File: config.mk
export PLATFORM = sky130hd
export DESIGN_NAME = sdc_core
export DESIGN_NICKNAME = d
export VERILOG_FILES = /design/src/sdc_pkg.sv /design/src/sdc_core.sv
export SDC_FILE = /design/constraint.sdc
export NUM_CORES = 1
export LEC_CHECK = 0
export BUFFER_PORTS_ARGS = -buffer_cell sky130_fd_sc_hd__buf_2
export CAP_MARGIN = 20
export CORE_MARGIN = 5
export CORE_UTILIZATION = 47
export CTS_BUF_LIST = sky130_fd_sc_hd__clkbuf_16
export CTS_CLUSTER_DIAMETER = 30
export CTS_CLUSTER_SIZE = 30
export DETAILED_ROUTE_END_ITERATION = 12
export PLACE_DENSITY = 0.8
export SETUP_SLACK_MARGIN = 0.2
export SYNTH_ARGS = -nofsm -noshare
export SYNTH_HDL_FRONTEND = slang
export SYNTH_SLANG_ARGS = --single-unit
File: constraint.sdc
create_clock -name clk_sys -period 5.3 [get_ports clk_sys]
set_input_delay 1.06 -clock clk_sys [delete_from_list [all_inputs] [get_ports clk_sys]]
set_output_delay 1.06 -clock clk_sys [all_outputs]
set_load 0.02 [all_outputs]
File: src/sdc_pkg.sv
// Shared types and constants for the DRAM command decode and termination block.
// Assumes a single 200 MHz system clock and ports already synchronous to it.
package sdc_pkg;

  localparam int CLK_PERIOD_PS = 5000;
  localparam int NUM_BANKS     = 4;
  localparam int ROW_W         = 12;
  localparam int COL_W         = 9;
  localparam int DATA_W        = 32;
  localparam int BYTES         = DATA_W / 8;

  // Address bit that requests auto precharge and all-bank precharge
  localparam int AUTO_PRECHARGE_ADDR_BIT = 8;

  // Bank timing in picoseconds; plain defaults, not given as figures
  localparam int ROW_ACTIVATE_TIME_PS = 10000;
  localparam int ROW_ACTIVE_TIME_PS   = 30000;
  localparam int ROW_PRECHARGE_TIME_PS = 12000;
  localparam logic [3:0] RCD_CYC =
    4'((ROW_ACTIVATE_TIME_PS + CLK_PERIOD_PS - 1) / CLK_PERIOD_PS);
  localparam logic [3:0] RAS_CYC =
    4'((ROW_ACTIVE_TIME_PS + CLK_PERIOD_PS - 1) / CLK_PERIOD_PS);
  localparam logic [3:0] RP_CYC =
    4'((ROW_PRECHARGE_TIME_PS + CLK_PERIOD_PS - 1) / CLK_PERIOD_PS);

  // Extra clocks of data termination off beyond half the burst
  localparam logic [5:0] TERM_OFF_EXTRA = 6'h02;

  // Mode register targets on bank selects
  localparam logic [1:0] MODE_SEL_BASE = 2'h0;
  localparam logic [1:0] MODE_SEL_EXT  = 2'h1;

  typedef enum logic [2:0] {
    CMD_NOP   = 3'b000,
    CMD_ACT   = 3'b001,
    CMD_READ  = 3'b010,
    CMD_WRITE = 3'b011,
    CMD_PRE   = 3'b100,
    CMD_REF   = 3'b101,
    CMD_MODE  = 3'b110
  } sdc_cmd_e;

  typedef enum logic [1:0] {
    BANK_IDLE        = 2'b00,
    BANK_ACTIVATING  = 2'b01,
    BANK_ACTIVE      = 2'b10,
    BANK_PRECHARGING = 2'b11
  } sdc_bank_e;

  typedef struct packed {
    logic             cs_n;
    logic             ras_n;
    logic             cas_n;
    logic             we_n;
    logic             cke;
    logic             bank_select_bit1;
    logic             bank_select_bit0;
    logic [ROW_W-1:0] addr;
  } sdc_cmd_s;

  typedef struct packed {
    logic             en;
    logic [1:0]       bank;
    logic [ROW_W-1:0] row;
    logic [COL_W-1:0] col;
    logic [DATA_W-1:0] data;
    logic [BYTES-1:0] byte_en;
  } sdc_wr_s;

  typedef struct packed {
    logic             en;
    logic [1:0]       bank;
    logic [ROW_W-1:0] row;
    logic [COL_W-1:0] col;
    logic [4:0]       len;
  } sdc_rd_s;

endpackage

File: src/sdc_core.sv
// Command decode, bank tracking, self refresh and read-snoop termination.
// Assumes the controller keeps its own timing rules; no array inside.
`timescale 1ns/1ps

// Notes on behaviour
// Chip select high ignores new commands; running work continues.
// No-operation registers nothing and leaves running work alone.
// Controller loads mode only with banks idle, then waits mode delay.
// Mode load bank selects 00 base, 01 extended, others reserved.
// Activate opens the addressed row in the selected bank until precharge.
// Controller precharges before opening another row in the same bank.
// Read starts burst from open row with column and auto precharge bit.
// Auto precharge closes the row at burst end, else row stays open.
// Write starts burst to open row and stores data from data lines.
// Mask low stores byte; mask high leaves that byte unchanged.
// Precharge closes all banks with auto precharge bit high, else one.
// Controller waits precharge time and activates before any access.
// Auto precharge per access, earliest point meeting minimum row active.
// Controller issues nothing to that bank until precharge time elapses.
// Refresh rows come from internal counter; refresh every 3.9us.
// Controller never spaces refreshes beyond nine average intervals.
// Refresh with clock enable low enters self refresh, ignoring inputs.
// Self refresh disables loop and termination; exit re-enables, resets loop.
// Controller stabilises clock, sends no-ops, waits 20K cycles before read.
// Dual load read snoop turns data term off latency-1 for half burst+2.
// Command and address termination stays enabled in every configuration.
// Clock enable at reset release picks single or dual rank.
// Select, row, column and write strobes decode the command set.
// Refresh code is auto refresh with enable high, self refresh low.
// Track bank states; accesses to banks without open row are ignored.
module sdc_core
  import sdc_pkg::*;
(
  input  wire logic               clk_sys,
  input  wire logic               rst,
  input  wire sdc_cmd_s           cmd,
  input  wire logic [DATA_W-1:0]  wdata,
  input  wire logic [BYTES-1:0]   write_byte_mask,
  input  wire logic [3:0]         read_latency,
  input  wire logic [4:0]         burst_length,
  input  wire logic               dual_load_term,
  output sdc_wr_s                 arr_wr,
  output sdc_rd_s                 arr_rd,
  output logic [ROW_W-1:0]        mode_reg,
  output logic [ROW_W-1:0]        ext_mode_reg,
  output logic                    refresh_pulse,
  output logic [ROW_W-1:0]        refresh_row,
  output logic                    self_refresh,
  output logic                    dll_enable,
  output logic                    dll_reset,
  output logic                    dq_term_enable,
  output logic                    cmd_term_enable,
  output logic                    dual_rank,
  output logic                    addr_term_half,
  output logic [NUM_BANKS-1:0]    bank_open
);

  function automatic sdc_cmd_e decode(input sdc_cmd_s c);
    // strobe decoding
    if (c.cs_n)
      return CMD_NOP;
    unique case ({c.ras_n, c.cas_n, c.we_n})
      3'b011:  return CMD_ACT;
      3'b101:  return CMD_READ;
      3'b100:  return CMD_WRITE;
      3'b010:  return CMD_PRE;
      3'b001:  return CMD_REF;
      3'b000:  return CMD_MODE;
      default: return CMD_NOP;
    endcase
  endfunction
  sdc_cmd_e         op;
  logic [1:0]       sel_bank;
  logic             ap_bit;
  logic [COL_W-1:0] col_addr;
  sdc_bank_e        bstate [NUM_BANKS];
  logic [ROW_W-1:0] brow [NUM_BANKS];
  logic             rst_q;
  logic [5:0]       snoop_age;
  logic [5:0]       next_snoop_age;
  logic [5:0]       off_end;
  logic [4:0]       wr_left;
  // commands ignored when deselected or in self refresh
  // no-operation decodes to nothing
  assign op       = self_refresh ? CMD_NOP : decode(cmd);
  assign sel_bank = {cmd.bank_select_bit1, cmd.bank_select_bit0};
  assign ap_bit   = cmd.addr[AUTO_PRECHARGE_ADDR_BIT];
  // column from A0-A7 and A9
  assign col_addr = {cmd.addr[9], cmd.addr[7:0]};
  generate
    for (genvar b = 0; b < NUM_BANKS; b++) begin : g_bank
      logic [3:0] tmr;
      logic [3:0] ras_left;
      logic [4:0] burst_left;
      logic       ap_pend;
      logic       hit;
      logic       pre_hit;
      logic       access;
      logic       ap_fire;
      assign hit     = (sel_bank == 2'(b));
      // all banks with the precharge bit high, else the selected one
      assign pre_hit = (op == CMD_PRE) && (ap_bit || hit);
      // accesses only to an open row
      assign access  = (op == CMD_READ || op == CMD_WRITE) && hit &&
                       (bstate[b] == BANK_ACTIVE);
      // earliest point that meets minimum row active time
      assign ap_fire = ap_pend && (burst_left == 5'h00) &&
                       (ras_left == 4'h0) && (bstate[b] == BANK_ACTIVE);

      always_ff @(posedge clk_sys) begin
        if (rst) begin
          bstate[b] <= BANK_IDLE;
          brow[b]   <= '0;
          tmr       <= 4'h0;
        end else begin
          unique case (bstate[b])
            BANK_IDLE: begin
              // open the addressed row
              if (op == CMD_ACT && hit) begin
                bstate[b] <= BANK_ACTIVATING;
                brow[b]   <= cmd.addr;
                tmr       <= RCD_CYC - 4'h1;
              end
            end
            BANK_ACTIVATING, BANK_ACTIVE: begin
              // auto precharge or explicit precharge closes the row
              if (pre_hit || ap_fire) begin
                bstate[b] <= BANK_PRECHARGING;
                tmr       <= RP_CYC - 4'h1;
              end else if (bstate[b] == BANK_ACTIVATING) begin
                if (tmr == 4'h0)
                  bstate[b] <= BANK_ACTIVE;
                else
                  tmr <= tmr - 4'h1;
              end
            end
            BANK_PRECHARGING: begin
              if (tmr == 4'h0)
                bstate[b] <= BANK_IDLE;
              else
                tmr <= tmr - 4'h1;
            end
          endcase
        end
      end

      always_ff @(posedge clk_sys) begin
        if (rst) begin
          ras_left   <= 4'h0;
          burst_left <= 5'h00;
          ap_pend    <= 1'b0;
        end else begin
          if (op == CMD_ACT && hit && bstate[b] == BANK_IDLE)
            ras_left <= RAS_CYC - 4'h1;
          else if (ras_left != 4'h0)
            ras_left <= ras_left - 4'h1;
          // auto precharge belongs to this access only
          if (access) begin
            burst_left <= burst_length;
            ap_pend    <= ap_bit;
          end else begin
            if (burst_left != 5'h00)
              burst_left <= burst_left - 5'h01;
            if (ap_fire || pre_hit)
              ap_pend <= 1'b0;
          end
        end
      end

      always_ff @(posedge clk_sys) begin
        if (rst)
          bank_open[b] <= 1'b0;
        else
          bank_open[b] <= (bstate[b] == BANK_ACTIVE);
      end
      // a read to a closed bank starts no burst
      closed_access_a: assert property (@(posedge clk_sys) disable iff (rst)
        (op == CMD_READ && hit && bstate[b] != BANK_ACTIVE && !arr_rd.en)
        |=> !arr_rd.en)
        else $error("read on closed bank started a burst");
      // all-bank precharge closes this bank
      pre_close_a: assert property (@(posedge clk_sys) disable iff (rst)
        (op == CMD_PRE && ap_bit && bstate[b] inside
          {BANK_ACTIVATING, BANK_ACTIVE})
        |=> bstate[b] == BANK_PRECHARGING)
        else $error("precharge all missed a bank");
    end
  endgenerate
  // read burst request from the open row
  always_ff @(posedge clk_sys) begin
    if (rst) begin
      arr_rd <= '0;
    end else begin
      arr_rd.en <= (op == CMD_READ) && (bstate[sel_bank] == BANK_ACTIVE);
      arr_rd.bank <= sel_bank;
      arr_rd.row  <= brow[sel_bank];
      arr_rd.col  <= col_addr;
      arr_rd.len  <= burst_length;
    end
  end
  // write beats follow the command one per clock
  always_ff @(posedge clk_sys) begin
    if (rst) begin
      wr_left <= 5'h00;
      arr_wr  <= '0;
    end else if (op == CMD_WRITE && bstate[sel_bank] == BANK_ACTIVE) begin
      wr_left      <= burst_length;
      arr_wr.en    <= 1'b0;
      arr_wr.bank  <= sel_bank;
      arr_wr.row   <= brow[sel_bank];
      arr_wr.col   <= col_addr - COL_W'(1);
    end else if (wr_left != 5'h00) begin
      wr_left        <= wr_left - 5'h01;
      arr_wr.en      <= 1'b1;
      arr_wr.col     <= arr_wr.col + COL_W'(1);
      arr_wr.data    <= wdata;
      // mask high blocks the byte
      arr_wr.byte_en <= ~write_byte_mask;
    end else begin
      arr_wr.en <= 1'b0;
    end
  end
  // bank selects choose the mode register
  always_ff @(posedge clk_sys) begin
    if (rst) begin
      mode_reg     <= '0;
      ext_mode_reg <= '0;
    end else if (op == CMD_MODE) begin
      if (sel_bank == MODE_SEL_BASE)
        mode_reg <= cmd.addr;
      else if (sel_bank == MODE_SEL_EXT)
        ext_mode_reg <= cmd.addr;
    end
  end
  // internal counter supplies refresh rows
  // auto refresh only with clock enable high
  always_ff @(posedge clk_sys) begin
    if (rst) begin
      refresh_pulse <= 1'b0;
      refresh_row   <= '0;
    end else begin
      refresh_pulse <= (op == CMD_REF) && cmd.cke;
      if (op == CMD_REF && cmd.cke)
        refresh_row <= refresh_row + ROW_W'(1);
    end
  end
  // self refresh entry and exit on clock enable
  // loop and termination follow self refresh
  always_ff @(posedge clk_sys) begin
    if (rst) begin
      self_refresh <= 1'b0;
      dll_enable   <= 1'b1;
      dll_reset    <= 1'b0;
    end else begin
      dll_reset <= 1'b0;
      if (!self_refresh && op == CMD_REF && !cmd.cke) begin
        self_refresh <= 1'b1;
        dll_enable   <= 1'b0;
      end else if (self_refresh && cmd.cke) begin
        self_refresh <= 1'b0;
        dll_enable   <= 1'b1;
        dll_reset    <= 1'b1;
      end
    end
  end
  // read snoop ignores chip select
  assign off_end = {2'h0, read_latency} + {2'h0, burst_length[4:1]} +
                   TERM_OFF_EXTRA - 6'h01;
  always_comb begin
    next_snoop_age = snoop_age;
    if (cmd.ras_n && !cmd.cas_n && cmd.we_n && !self_refresh)
      next_snoop_age = 6'h01;
    else if (snoop_age != 6'h00 && snoop_age != 6'h3f)
      next_snoop_age = snoop_age + 6'h01;
  end
  always_ff @(posedge clk_sys) begin
    if (rst) begin
      snoop_age      <= 6'h00;
      dq_term_enable <= 1'b1;
    end else begin
      snoop_age <= next_snoop_age;
      // off latency-1 clocks after the read for half burst + 2
      // off while in self refresh
      dq_term_enable <= !(self_refresh || (!cmd.cke && op == CMD_REF)) &&
        !(dual_load_term && next_snoop_age != 6'h00 &&
          next_snoop_age >= {2'h0, read_latency} - 6'h01 &&
          next_snoop_age < off_end);
    end
  end
  // rank from clock enable at reset release
  // command and address termination always on
  always_ff @(posedge clk_sys) begin
    rst_q <= rst;
    if (rst) begin
      cmd_term_enable <= 1'b1;
      dual_rank       <= 1'b0;
      addr_term_half  <= 1'b0;
    end else if (rst_q) begin
      dual_rank      <= cmd.cke;
      addr_term_half <= !cmd.cke;
    end
  end
  read_start_a: assert property (@(posedge clk_sys) disable iff (rst)
    arr_rd.en |-> $past(op) == CMD_READ && arr_rd.col == $past(col_addr))
    else $error("read burst without a read command");
  deselect_quiet_a: assert property (@(posedge clk_sys) disable iff (rst)
    (cmd.cs_n && !arr_wr.en && wr_left == 5'h00) |=> !arr_rd.en)
    else $error("deselected cycle started a burst");
  mask_store_a: assert property (@(posedge clk_sys) disable iff (rst)
    (wr_left != 5'h00 && op != CMD_WRITE)
    |=> arr_wr.en && arr_wr.byte_en == ~$past(write_byte_mask))
    else $error("byte enable does not follow mask");
  sr_loop_a: assert property (@(posedge clk_sys) disable iff (rst)
    (self_refresh && cmd.cke) |=> dll_enable && dll_reset ##1 !dll_reset)
    else $error("loop not re-enabled on exit");
  sr_term_a: assert property (@(posedge clk_sys) disable iff (rst)
    self_refresh |-> !dll_enable && !dq_term_enable)
    else $error("loop or termination on in self refresh");
  term_window_a: assert property (@(posedge clk_sys) disable iff (rst)
    (dual_load_term && cmd.ras_n && !cmd.cas_n && cmd.we_n &&
     !self_refresh && read_latency == 4'h5 && burst_length == 5'h04)
    ##1 (dual_load_term && cmd.cas_n && !self_refresh && cmd.cke) [*8]
    |-> $past(dq_term_enable, 5) && !$past(dq_term_enable, 4) &&
        !$past(dq_term_enable, 1) && dq_term_enable)
    else $error("termination off window wrong");
  cmd_term_a: assert property (@(posedge clk_sys) disable iff (rst)
    cmd_term_enable)
    else $error("command termination dropped");
  refresh_row_a: assert property (@(posedge clk_sys) disable iff (rst)
    refresh_pulse |-> refresh_row == $past(refresh_row) + ROW_W'(1))
    else $error("refresh row did not advance");
  cover property (@(posedge clk_sys) disable iff (rst) arr_rd.en);
  cover property (@(posedge clk_sys) disable iff (rst) arr_wr.en);
  cover property (@(posedge clk_sys) disable iff (rst)
    self_refresh ##1 !self_refresh);
  cover property (@(posedge clk_sys) disable iff (rst) !dq_term_enable);
endmodule

==> results.py, run 1 <==
metrics = {
    "worst_hold_path": {
        "worst_hold_startpoint": "arr_wr[16]",
        "worst_hold_path.num_cells": 2,
        "holdPathEnd": "arr_wr[16]",
        "holdCritPathClass": "register to register",
    },
    "setup_path": {
        "data_arrival_time_of_the_critical_path_ps": 3880,
        "type_of_origin_of_the_critical_path": "input port",
        "crit_path_cell_count": 5,
        "crit_path_max_incr_delay_ps": 960,
        "timing.rr.start": "snoop_age[0]",
        "r2r-end": "dq_term_enable",
        "cp_cell_sequence": "buf_2, mux4_2, or4_2, buf_4, a211oi_1",
        "critPathBufInv": 2,
        "reg2regPathDepth": 11,
        "critical-path-slowest-cell": "sky130_fd_sc_hd__or4_2",
        "timing_worst_setup_path_type": "input port to register",
        "crit_path_max_fanout": 38,
        "critPathCaptureType": "register",
        "critical_path_required_ps": 5740,
        "crit_family": "simple AND/OR/NAND/NOR gates",
        "reg2reg_setup_slack_ps": 2070,
    },
    "power": {
        "comb_pwr_share_pct": 25.4,
        "sequentialPowerShare_pct": 32.5,
        "power.clock.fraction_pct": 42.1,
        "vdd.ir_drop.worst_uv": 288,
        "pwr_density_cell_nw_per_um2": 507,
        "power.share.switching_pct": 32.3,
        "net-switching-power_mw": 2.48,
        "p_leak_nw": 6.54,
        "internal_power_of_the_cells_mw": 5.19,
        "report.power.total_mw": 7.67,
    },
    "route": {
        "ant_nets": 0,
        "detail_route.wl_per_cell_um": 17.3,
        "drc": 0,
        "routed_length_on_met1_um": 13200,
        "drtPass1Iterations": 6,
        "dr.first_iter.drc_count": 1014,
        "wl_met3_um": 2670,
        "via_count": 10500,
        "routed-wl-met2_um": 15600,
        "top_layer": "met4",
        "route.detailed.vias_per_inst": 5.64,
        "drt_wl_total_um": 32500,
    },
    "die": {
        "dieWidth_um": 170,
        "start_util_pct": 47.8,
        "floorplan.rows": 58,
        "pin_count": 204,
        "dieHeight_um": 170,
        "placeableCoreArea_sq_um": 25200,
        "die_area_sq_um": 28900,
    },
    "clock_tree": {
        "cts_resized": 0,
        "ctsHoldBuffers": 0,
        "numClockSinks": 260,
        "numCtsBuffers": 50,
        "worst_skew_late_latency_ps": 550,
        "clock_path_buffers": 3,
        "clock_tree_from_tritoncts": "built",
        "root_buffer": "sky130_fd_sc_hd__clkbuf_16",
        "clock_tree.htree_level_count": 2,
        "postCtsSetupBuffers": 0,
        "clk_transition_reported_paths_ps": 50,
    },
    "synthesis": {
        "asyncSetResetFlopFracSynth_pct": 0,
        "postSynthRegisterBits": 260,
        "synth-seq-area-share_pct": 47.9,
        "synth_area_sq_um": 12000,
        "yosys-top-cells-area": "sky130_fd_sc_hd__dfxtp_1 34%, sky130_fd_sc_hd__edfxtp_1 14%, sky130_fd_sc_hd__ha_1 5.7%, sky130_fd_sc_hd__nor2_1 4.9%, sky130_fd_sc_hd__nand2_1 4.8%",
        "synth-edff-count": 56,
        "syn-num-nets": 1419,
        "yosysTopAreaCell": "sky130_fd_sc_hd__dfxtp_1",
        "most_frequently_used_flop_master_after_synthesis": "sky130_fd_sc_hd__dfxtp_1",
        "number_of_library_cell_types_mapped_by_synthesis": 75,
        "synthesis.area_per_instance_sq_um": 9.28,
        "synthDominantCellAreaShare_pct": 34.0,
        "synthesis.yosys.warnings": 0,
        "post_synth_inst_count": 1296,
    },
    "finish": {
        "top_registers": "arr_wr x60, brow x48, arr_rd x29",
        "num-nets-final": 1620,
        "registers.top_by_ff_count": "arr_wr",
        "largest_register_ffs": 60,
        "layout.core_utilization_pct": 60.1,
        "most_frequent_standard_cell_in_the_layout_excluding_fill_and_tap_cells": "sky130_fd_sc_hd__dfxtp_1",
        "nFillCells": 2008,
        "syn2layout_area_growth_pct": 25.8,
        "post_route_cells_drive_above_1_share_pct": 22.7,
        "final_area_sq_um": 15100,
        "final_cell_mix": "204 x sky130_fd_sc_hd__dfxtp_1, 201 x sky130_fd_sc_hd__buf_2, 157 x sky130_fd_sc_hd__nor2_1",
        "instances_no_fill": 1871,
    },
    "placement": {
        "weighted_congestion_at_the_end_of_routability_driven_global_placement": 0.877,
        "dp_wirelength_um": 21700,
        "place_worst_setup_slack_ps": 1340,
        "place_inst": 1773,
        "postPlaceCellArea_sq_um": 13300,
        "io_buffers": 202,
    },
    "global_routing": {
        "first_pass_grt_wire_length_um": 51400,
        "grt_pass1_vias": 10200,
        "track_usage_pct": 21.6,
        "grt_max_degree": 74,
        "grt-ovfl-total": 0,
        "antenna_violations_before_repair": 0,
    },
    "outcome": {
        "run_status": "finished clean",
    },
    "timing": {
        "max_slew.worst_pin.slew_ps": 953,
        "skew_ps": 25.2,
        "rsz0062_at_grt": "false",
        "relSlewSlack_pct": 35.5,
        "hold_slack_ps": 448,
        "post-route-min-period_ps": 3440,
        "finalSetupViolCount": 0,
        "fin_tns_setup_ps": 0,
        "final_min_period_over_clock_period_pct": 64.9,
        "slew_violations": 0,
        "smallest_setup_slack_after_layout_ps": 1860,
        "final-hold-violation-count": 0,
        "max_clock_freq_ghz": 0.291,
    },
    "flow_run": {
        "maxCapViolations": 0,
    },
}
[power groups by stage]
stage	registers [mW]	logic [mW]	clock network (mW)
2_1_floorplan	2.63	1.29	0
3_3_place_gp	2.51	1.83	0
3_5_place_dp	2.52	1.89	0
4_1_cts	2.49	1.91	3.28
5_1_grt	2.53	2.17	3.39
6_report	2.49	1.94	3.23
[worst min-delay path, cell delays in order, from the launching register on]
cell and delay [ps]:
sky130_fd_sc_hd__dfxtp_1 300, sky130_fd_sc_hd__nand2_1 50, sky130_fd_sc_hd__a21oi_1 50
[routing by layer]
layer  track usage (%)  vias up
met2              35.8      466
met4              8.44        0
met5                 0        -
li1                  -     5010
met1              27.8     4984
met3              4.44       85
[worst max-delay path by stage]
stage	start	endpoint	slack, ps
6_report	cmd[13]	arr_wr[41]	1860
5_1_grt	cmd[13]	arr_wr[41]	1760
4_1_cts	cmd[13]	arr_wr[41]	1860
3_5_place_dp	cmd[13]	arr_wr[41]	1340
3_3_place_gp	cmd[13]	arr_wr[36]	1400
2_1_floorplan	read_latency[0]	dq_term_enable	2050
[kinds of logic after synthesis]
kind of cell	after synthesis	synth area share (%)
mux	48	5.41
simple gates	533	21.3
compound gates	219	11.9
buf+inv	134	4.30
fa+ha+maj	56	5.89
other cells	1	0.0312
xor+xnor	45	3.28
flops	260	47.9
[area by class of cell]
type | count | area (sq um) | area share [%]
diodes | 2 | 5.00 | 0.0331
clock buffers | 51 | 1280 | 8.43
clock inverters | 43 | 488 | 3.22
inverters | 65 | 244 | 1.61
multi-input cells | 902 | 5770 | 38.1
flip-flops and latches | 260 | 5770 | 38.1
well taps | 330 | 413 | 2.73
repair buffers | 218 | 1170 | 7.73
[Yosys cell counts (15+ instances only)]
| cell | count |
|---|---|
| sky130_fd_sc_hd__ha_1 | 55 |
| sky130_fd_sc_hd__inv_1 | 65 |
| sky130_fd_sc_hd__edfxtp_1 | 56 |
| sky130_fd_sc_hd__and2_1 | 15 |
| sky130_fd_sc_hd__dfxtp_1 | 204 |
| sky130_fd_sc_hd__nor3_1 | 33 |
| sky130_fd_sc_hd__nand3_1 | 59 |
| sky130_fd_sc_hd__a21oi_1 | 107 |
| sky130_fd_sc_hd__nor2b_1 | 15 |
| sky130_fd_sc_hd__nand2_1 | 155 |
| sky130_fd_sc_hd__clkbuf_1 | 51 |
| sky130_fd_sc_hd__o21ai_0 | 15 |
| sky130_fd_sc_hd__nor2_1 | 157 |
| sky130_fd_sc_hd__a211oi_1 | 23 |
| sky130_fd_sc_hd__xnor2_1 | 33 |
| sky130_fd_sc_hd__nand4_1 | 21 |
| sky130_fd_sc_hd__mux2i_1 | 29 |
Note: power is estimated with default switching activity, not from simulation.
==> run 2: changes to the inputs <==
--- a/config.mk
+++ b/config.mk
@@ -13,7 +13,7 @@
 export CTS_CLUSTER_DIAMETER = 30
 export CTS_CLUSTER_SIZE = 30
 export DETAILED_ROUTE_END_ITERATION = 12
-export PLACE_DENSITY = 0.8
+export PLACE_DENSITY = 0.82
 export SETUP_SLACK_MARGIN = 0.2
 export SYNTH_ARGS = -nofsm -noshare
 export SYNTH_HDL_FRONTEND = slang
==> constraint.sdc (replaced) <==
create_clock -name clk_sys -period 3.15 [get_ports clk_sys]
set_input_delay 0.63 -clock clk_sys [delete_from_list [all_inputs] [get_ports clk_sys]]
set_output_delay 0.63 -clock clk_sys [all_outputs]
set_load 0.02 [all_outputs]
==> run 2 against run 1 <==
  * Power is 61% higher
  * Critical path type is now register to register
  * Largest power group unchanged
  * Largest cell class unchanged
  * Clock skew is 1.0 ps lower
  * First-iteration DRC count is 6.2% lower
  * Combinational power is 73% higher
  * Cell count is 1.4% higher
  * Worst setup slack worse by 1600 ps
  * Utilization is 0.24 points higher
  * Wire length is 2.1% higher
  * Sequential cell count stayed put
==> results.py, run 2 (synthesis gave the netlist of run 1 again) <==
metrics = {
    "clock_tree": {
        "numClockSinks": 260,
        "clk_transition_reported_paths_ps": 50,
        "clock_path_buffers": 3,
        "clock_tree_from_tritoncts": "built",
        "worst_skew_late_latency_ps": 540,
        "clock_tree.htree_level_count": 2,
        "numCtsBuffers": 49,
        "ctsHoldBuffers": 0,
        "root_buffer": "sky130_fd_sc_hd__clkbuf_16",
    },
    "die": {
        "placeableCoreArea_sq_um": 25200,
        "start_util_pct": 47.8,
        "pin_count": 204,
        "dieHeight_um": 170,
        "floorplan.rows": 58,
        "die_area_sq_um": 28900,
        "dieWidth_um": 170,
    },
    "timing": {
        "post-route-min-period_ps": 2890,
        "hold_slack_ps": 294,
        "final-hold-violation-count": 0,
        "skew_ps": 24.2,
        "finalSetupViolCount": 0,
        "relSlewSlack_pct": 38.4,
        "rsz0062_at_grt": "false",
        "max_clock_freq_ghz": 0.347,
        "slew_violations": 0,
        "fin_tns_setup_ps": 0,
        "final_min_period_over_clock_period_pct": 91.6,
        "smallest_setup_slack_after_layout_ps": 265,
        "max_slew.worst_pin.slew_ps": 923,
    },
    "placement": {
        "place_inst": 1794,
        "weighted_congestion_at_the_end_of_routability_driven_global_placement": 0.832,
        "place_worst_setup_slack_ps": 52.5,
        "dp_wirelength_um": 22600,
        "io_buffers": 202,
    },
    "route": {
        "drc": 0,
        "detail_route.wl_per_cell_um": 17.5,
        "drt_wl_total_um": 33100,
        "route.detailed.vias_per_inst": 5.57,
        "dr.first_iter.drc_count": 951,
        "ant_nets": 0,
        "via_count": 10600,
        "drtPass1Iterations": 5,
    },
    "setup_path": {
        "critPathCaptureType": "register",
        "critical_path_required_ps": 3560,
        "crit_path_max_fanout": 3,
        "timing_worst_setup_path_type": "register to register",
        "data_arrival_time_of_the_critical_path_ps": 3300,
        "timing.rr.start": "snoop_age[0]",
        "type_of_origin_of_the_critical_path": "register",
        "critPathLaunch": "snoop_age[0]",
    },
    "finish": {
        "instances_no_fill": 1897,
        "most_frequent_standard_cell_in_the_layout_excluding_fill_and_tap_cells": "sky130_fd_sc_hd__dfxtp_1",
        "top_registers": "arr_wr x60, brow x48, arr_rd x29",
        "num-nets-final": 1650,
        "registers.top_by_ff_count": "arr_wr",
        "largest_register_ffs": 60,
        "syn2layout_area_growth_pct": 26.3,
        "nFillCells": 2053,
        "layout.area.seq_sq_um": 5770,
        "antenna-diode-count": 0,
        "post_route_cells_drive_above_1_share_pct": 24.7,
        "multiInputGateArea_sq_um": 5830,
        "final_cell_mix": "202 x sky130_fd_sc_hd__dfxtp_1, 201 x sky130_fd_sc_hd__buf_2, 157 x sky130_fd_sc_hd__nor2_1",
    },
    "global_routing": {
        "grt-ovfl-total": 0,
        "antenna_violations_before_repair": 2,
        "grt_pass1_vias": 10500,
        "track_usage_pct": 21.9,
        "grt_max_degree": 86,
        "first_pass_grt_wire_length_um": 52300,
    },
    "power": {
        "vdd.ir_drop.worst_uv": 547,
        "report.power.total_mw": 12.3,
        "pwr_density_cell_nw_per_um2": 811,
        "p_leak_nw": 6.58,
    },
    "outcome": {
        "run_status": "finished clean",
    },
    "worst_hold_path": {
        "worst_hold_startpoint": "write_byte_mask[0]",
        "holdCritPathClass": "input port to register",
    },
    "flow_run": {
        "maxCapViolations": 0,
    },
}
-- run 2: cell count changes in the layout (fill, tap and decap cells not counted), moves of 3 or more --
| cell | delta |
|---|---|
| sky130_fd_sc_hd__buf_4 | +32 |
| sky130_fd_sc_hd__bufinv_16 | -5 |
| sky130_fd_sc_hd__clkinv_4 | +3 |
| sky130_fd_sc_hd__clkinvlp_4 | +5 |
| sky130_fd_sc_hd__ha_1 | -3 |
| sky130_fd_sc_hd__ha_2 | +3 |
| sky130_fd_sc_hd__inv_8 | -5 |
-- run 2: layer usage --
metal	GRT usage, %	up-vias	wire (um)
met5	0	-	27
met4	8.44	4	1010
met3	5.27	88	2620
met2	37.7	389	16300
met1	26.6	5037	13200
li1	-	5055	-
-- run 2: report_power, final --
group	leakage, nW	internal, mW	total [mW]	switching, mW
combinational	3.57	1.36	3.35	1.99
sequential	2.25	3.87	4.18	0.309
clock	0.760	2.97	4.79	1.82
-- run 2: final cells by class --
cell class / instances / area share (%)
sequential: 260 / 38.0
multi-input combinational: 902 / 38.4
clock inverter: 42 / 2.17
inverter: 65 / 1.61
clock buffer: 49 / 8.07
timing repair buffer: 249 / 9.10
tap: 330 / 2.72
-- run 2: worst paths after layout --
kind,end,slack [ps],cells after the start
hold / removal,arr_wr[0],290,2
setup reg to reg,dq_term_enable,260,17
hold reg to reg,arr_wr[24],450,2
setup / recovery,dq_term_enable,260,17
-- run 2: worst max-delay path, cell delays in order, from the launching register on --
cell and delay, ps:
sky130_fd_sc_hd__dfxtp_2 330, sky130_fd_sc_hd__inv_2 50, sky130_fd_sc_hd__ha_2 170, sky130_fd_sc_hd__or4b_4 210, sky130_fd_sc_hd__a21boi_2 160, sky130_fd_sc_hd__o221ai_2 120
sky130_fd_sc_hd__buf_4 150, sky130_fd_sc_hd__buf_4 120, sky130_fd_sc_hd__buf_4 120, sky130_fd_sc_hd__buf_4 120, sky130_fd_sc_hd__buf_4 120, sky130_fd_sc_hd__buf_4 120
sky130_fd_sc_hd__buf_4 120, sky130_fd_sc_hd__buf_4 120, sky130_fd_sc_hd__buf_4 120, sky130_fd_sc_hd__buf_4 130, sky130_fd_sc_hd__nor4b_4 120, sky130_fd_sc_hd__o41a_1 380
-- run 2: repair_timing --
action,in CTS,in global routing
endpoints found under the setup margin,1,1
pin swaps,2,5
setup buffers,11,1
resized for setup,3,13
-- run 2: through the flow --
step           utilization [%]  area (sq um)
2_1_floorplan                -         12000
3_3_place_gp              53.6         13500
3_5_place_dp              53.6         13500
4_1_cts                   60.1         15100
5_1_grt                   60.3         15200
6_report                  60.3         15200
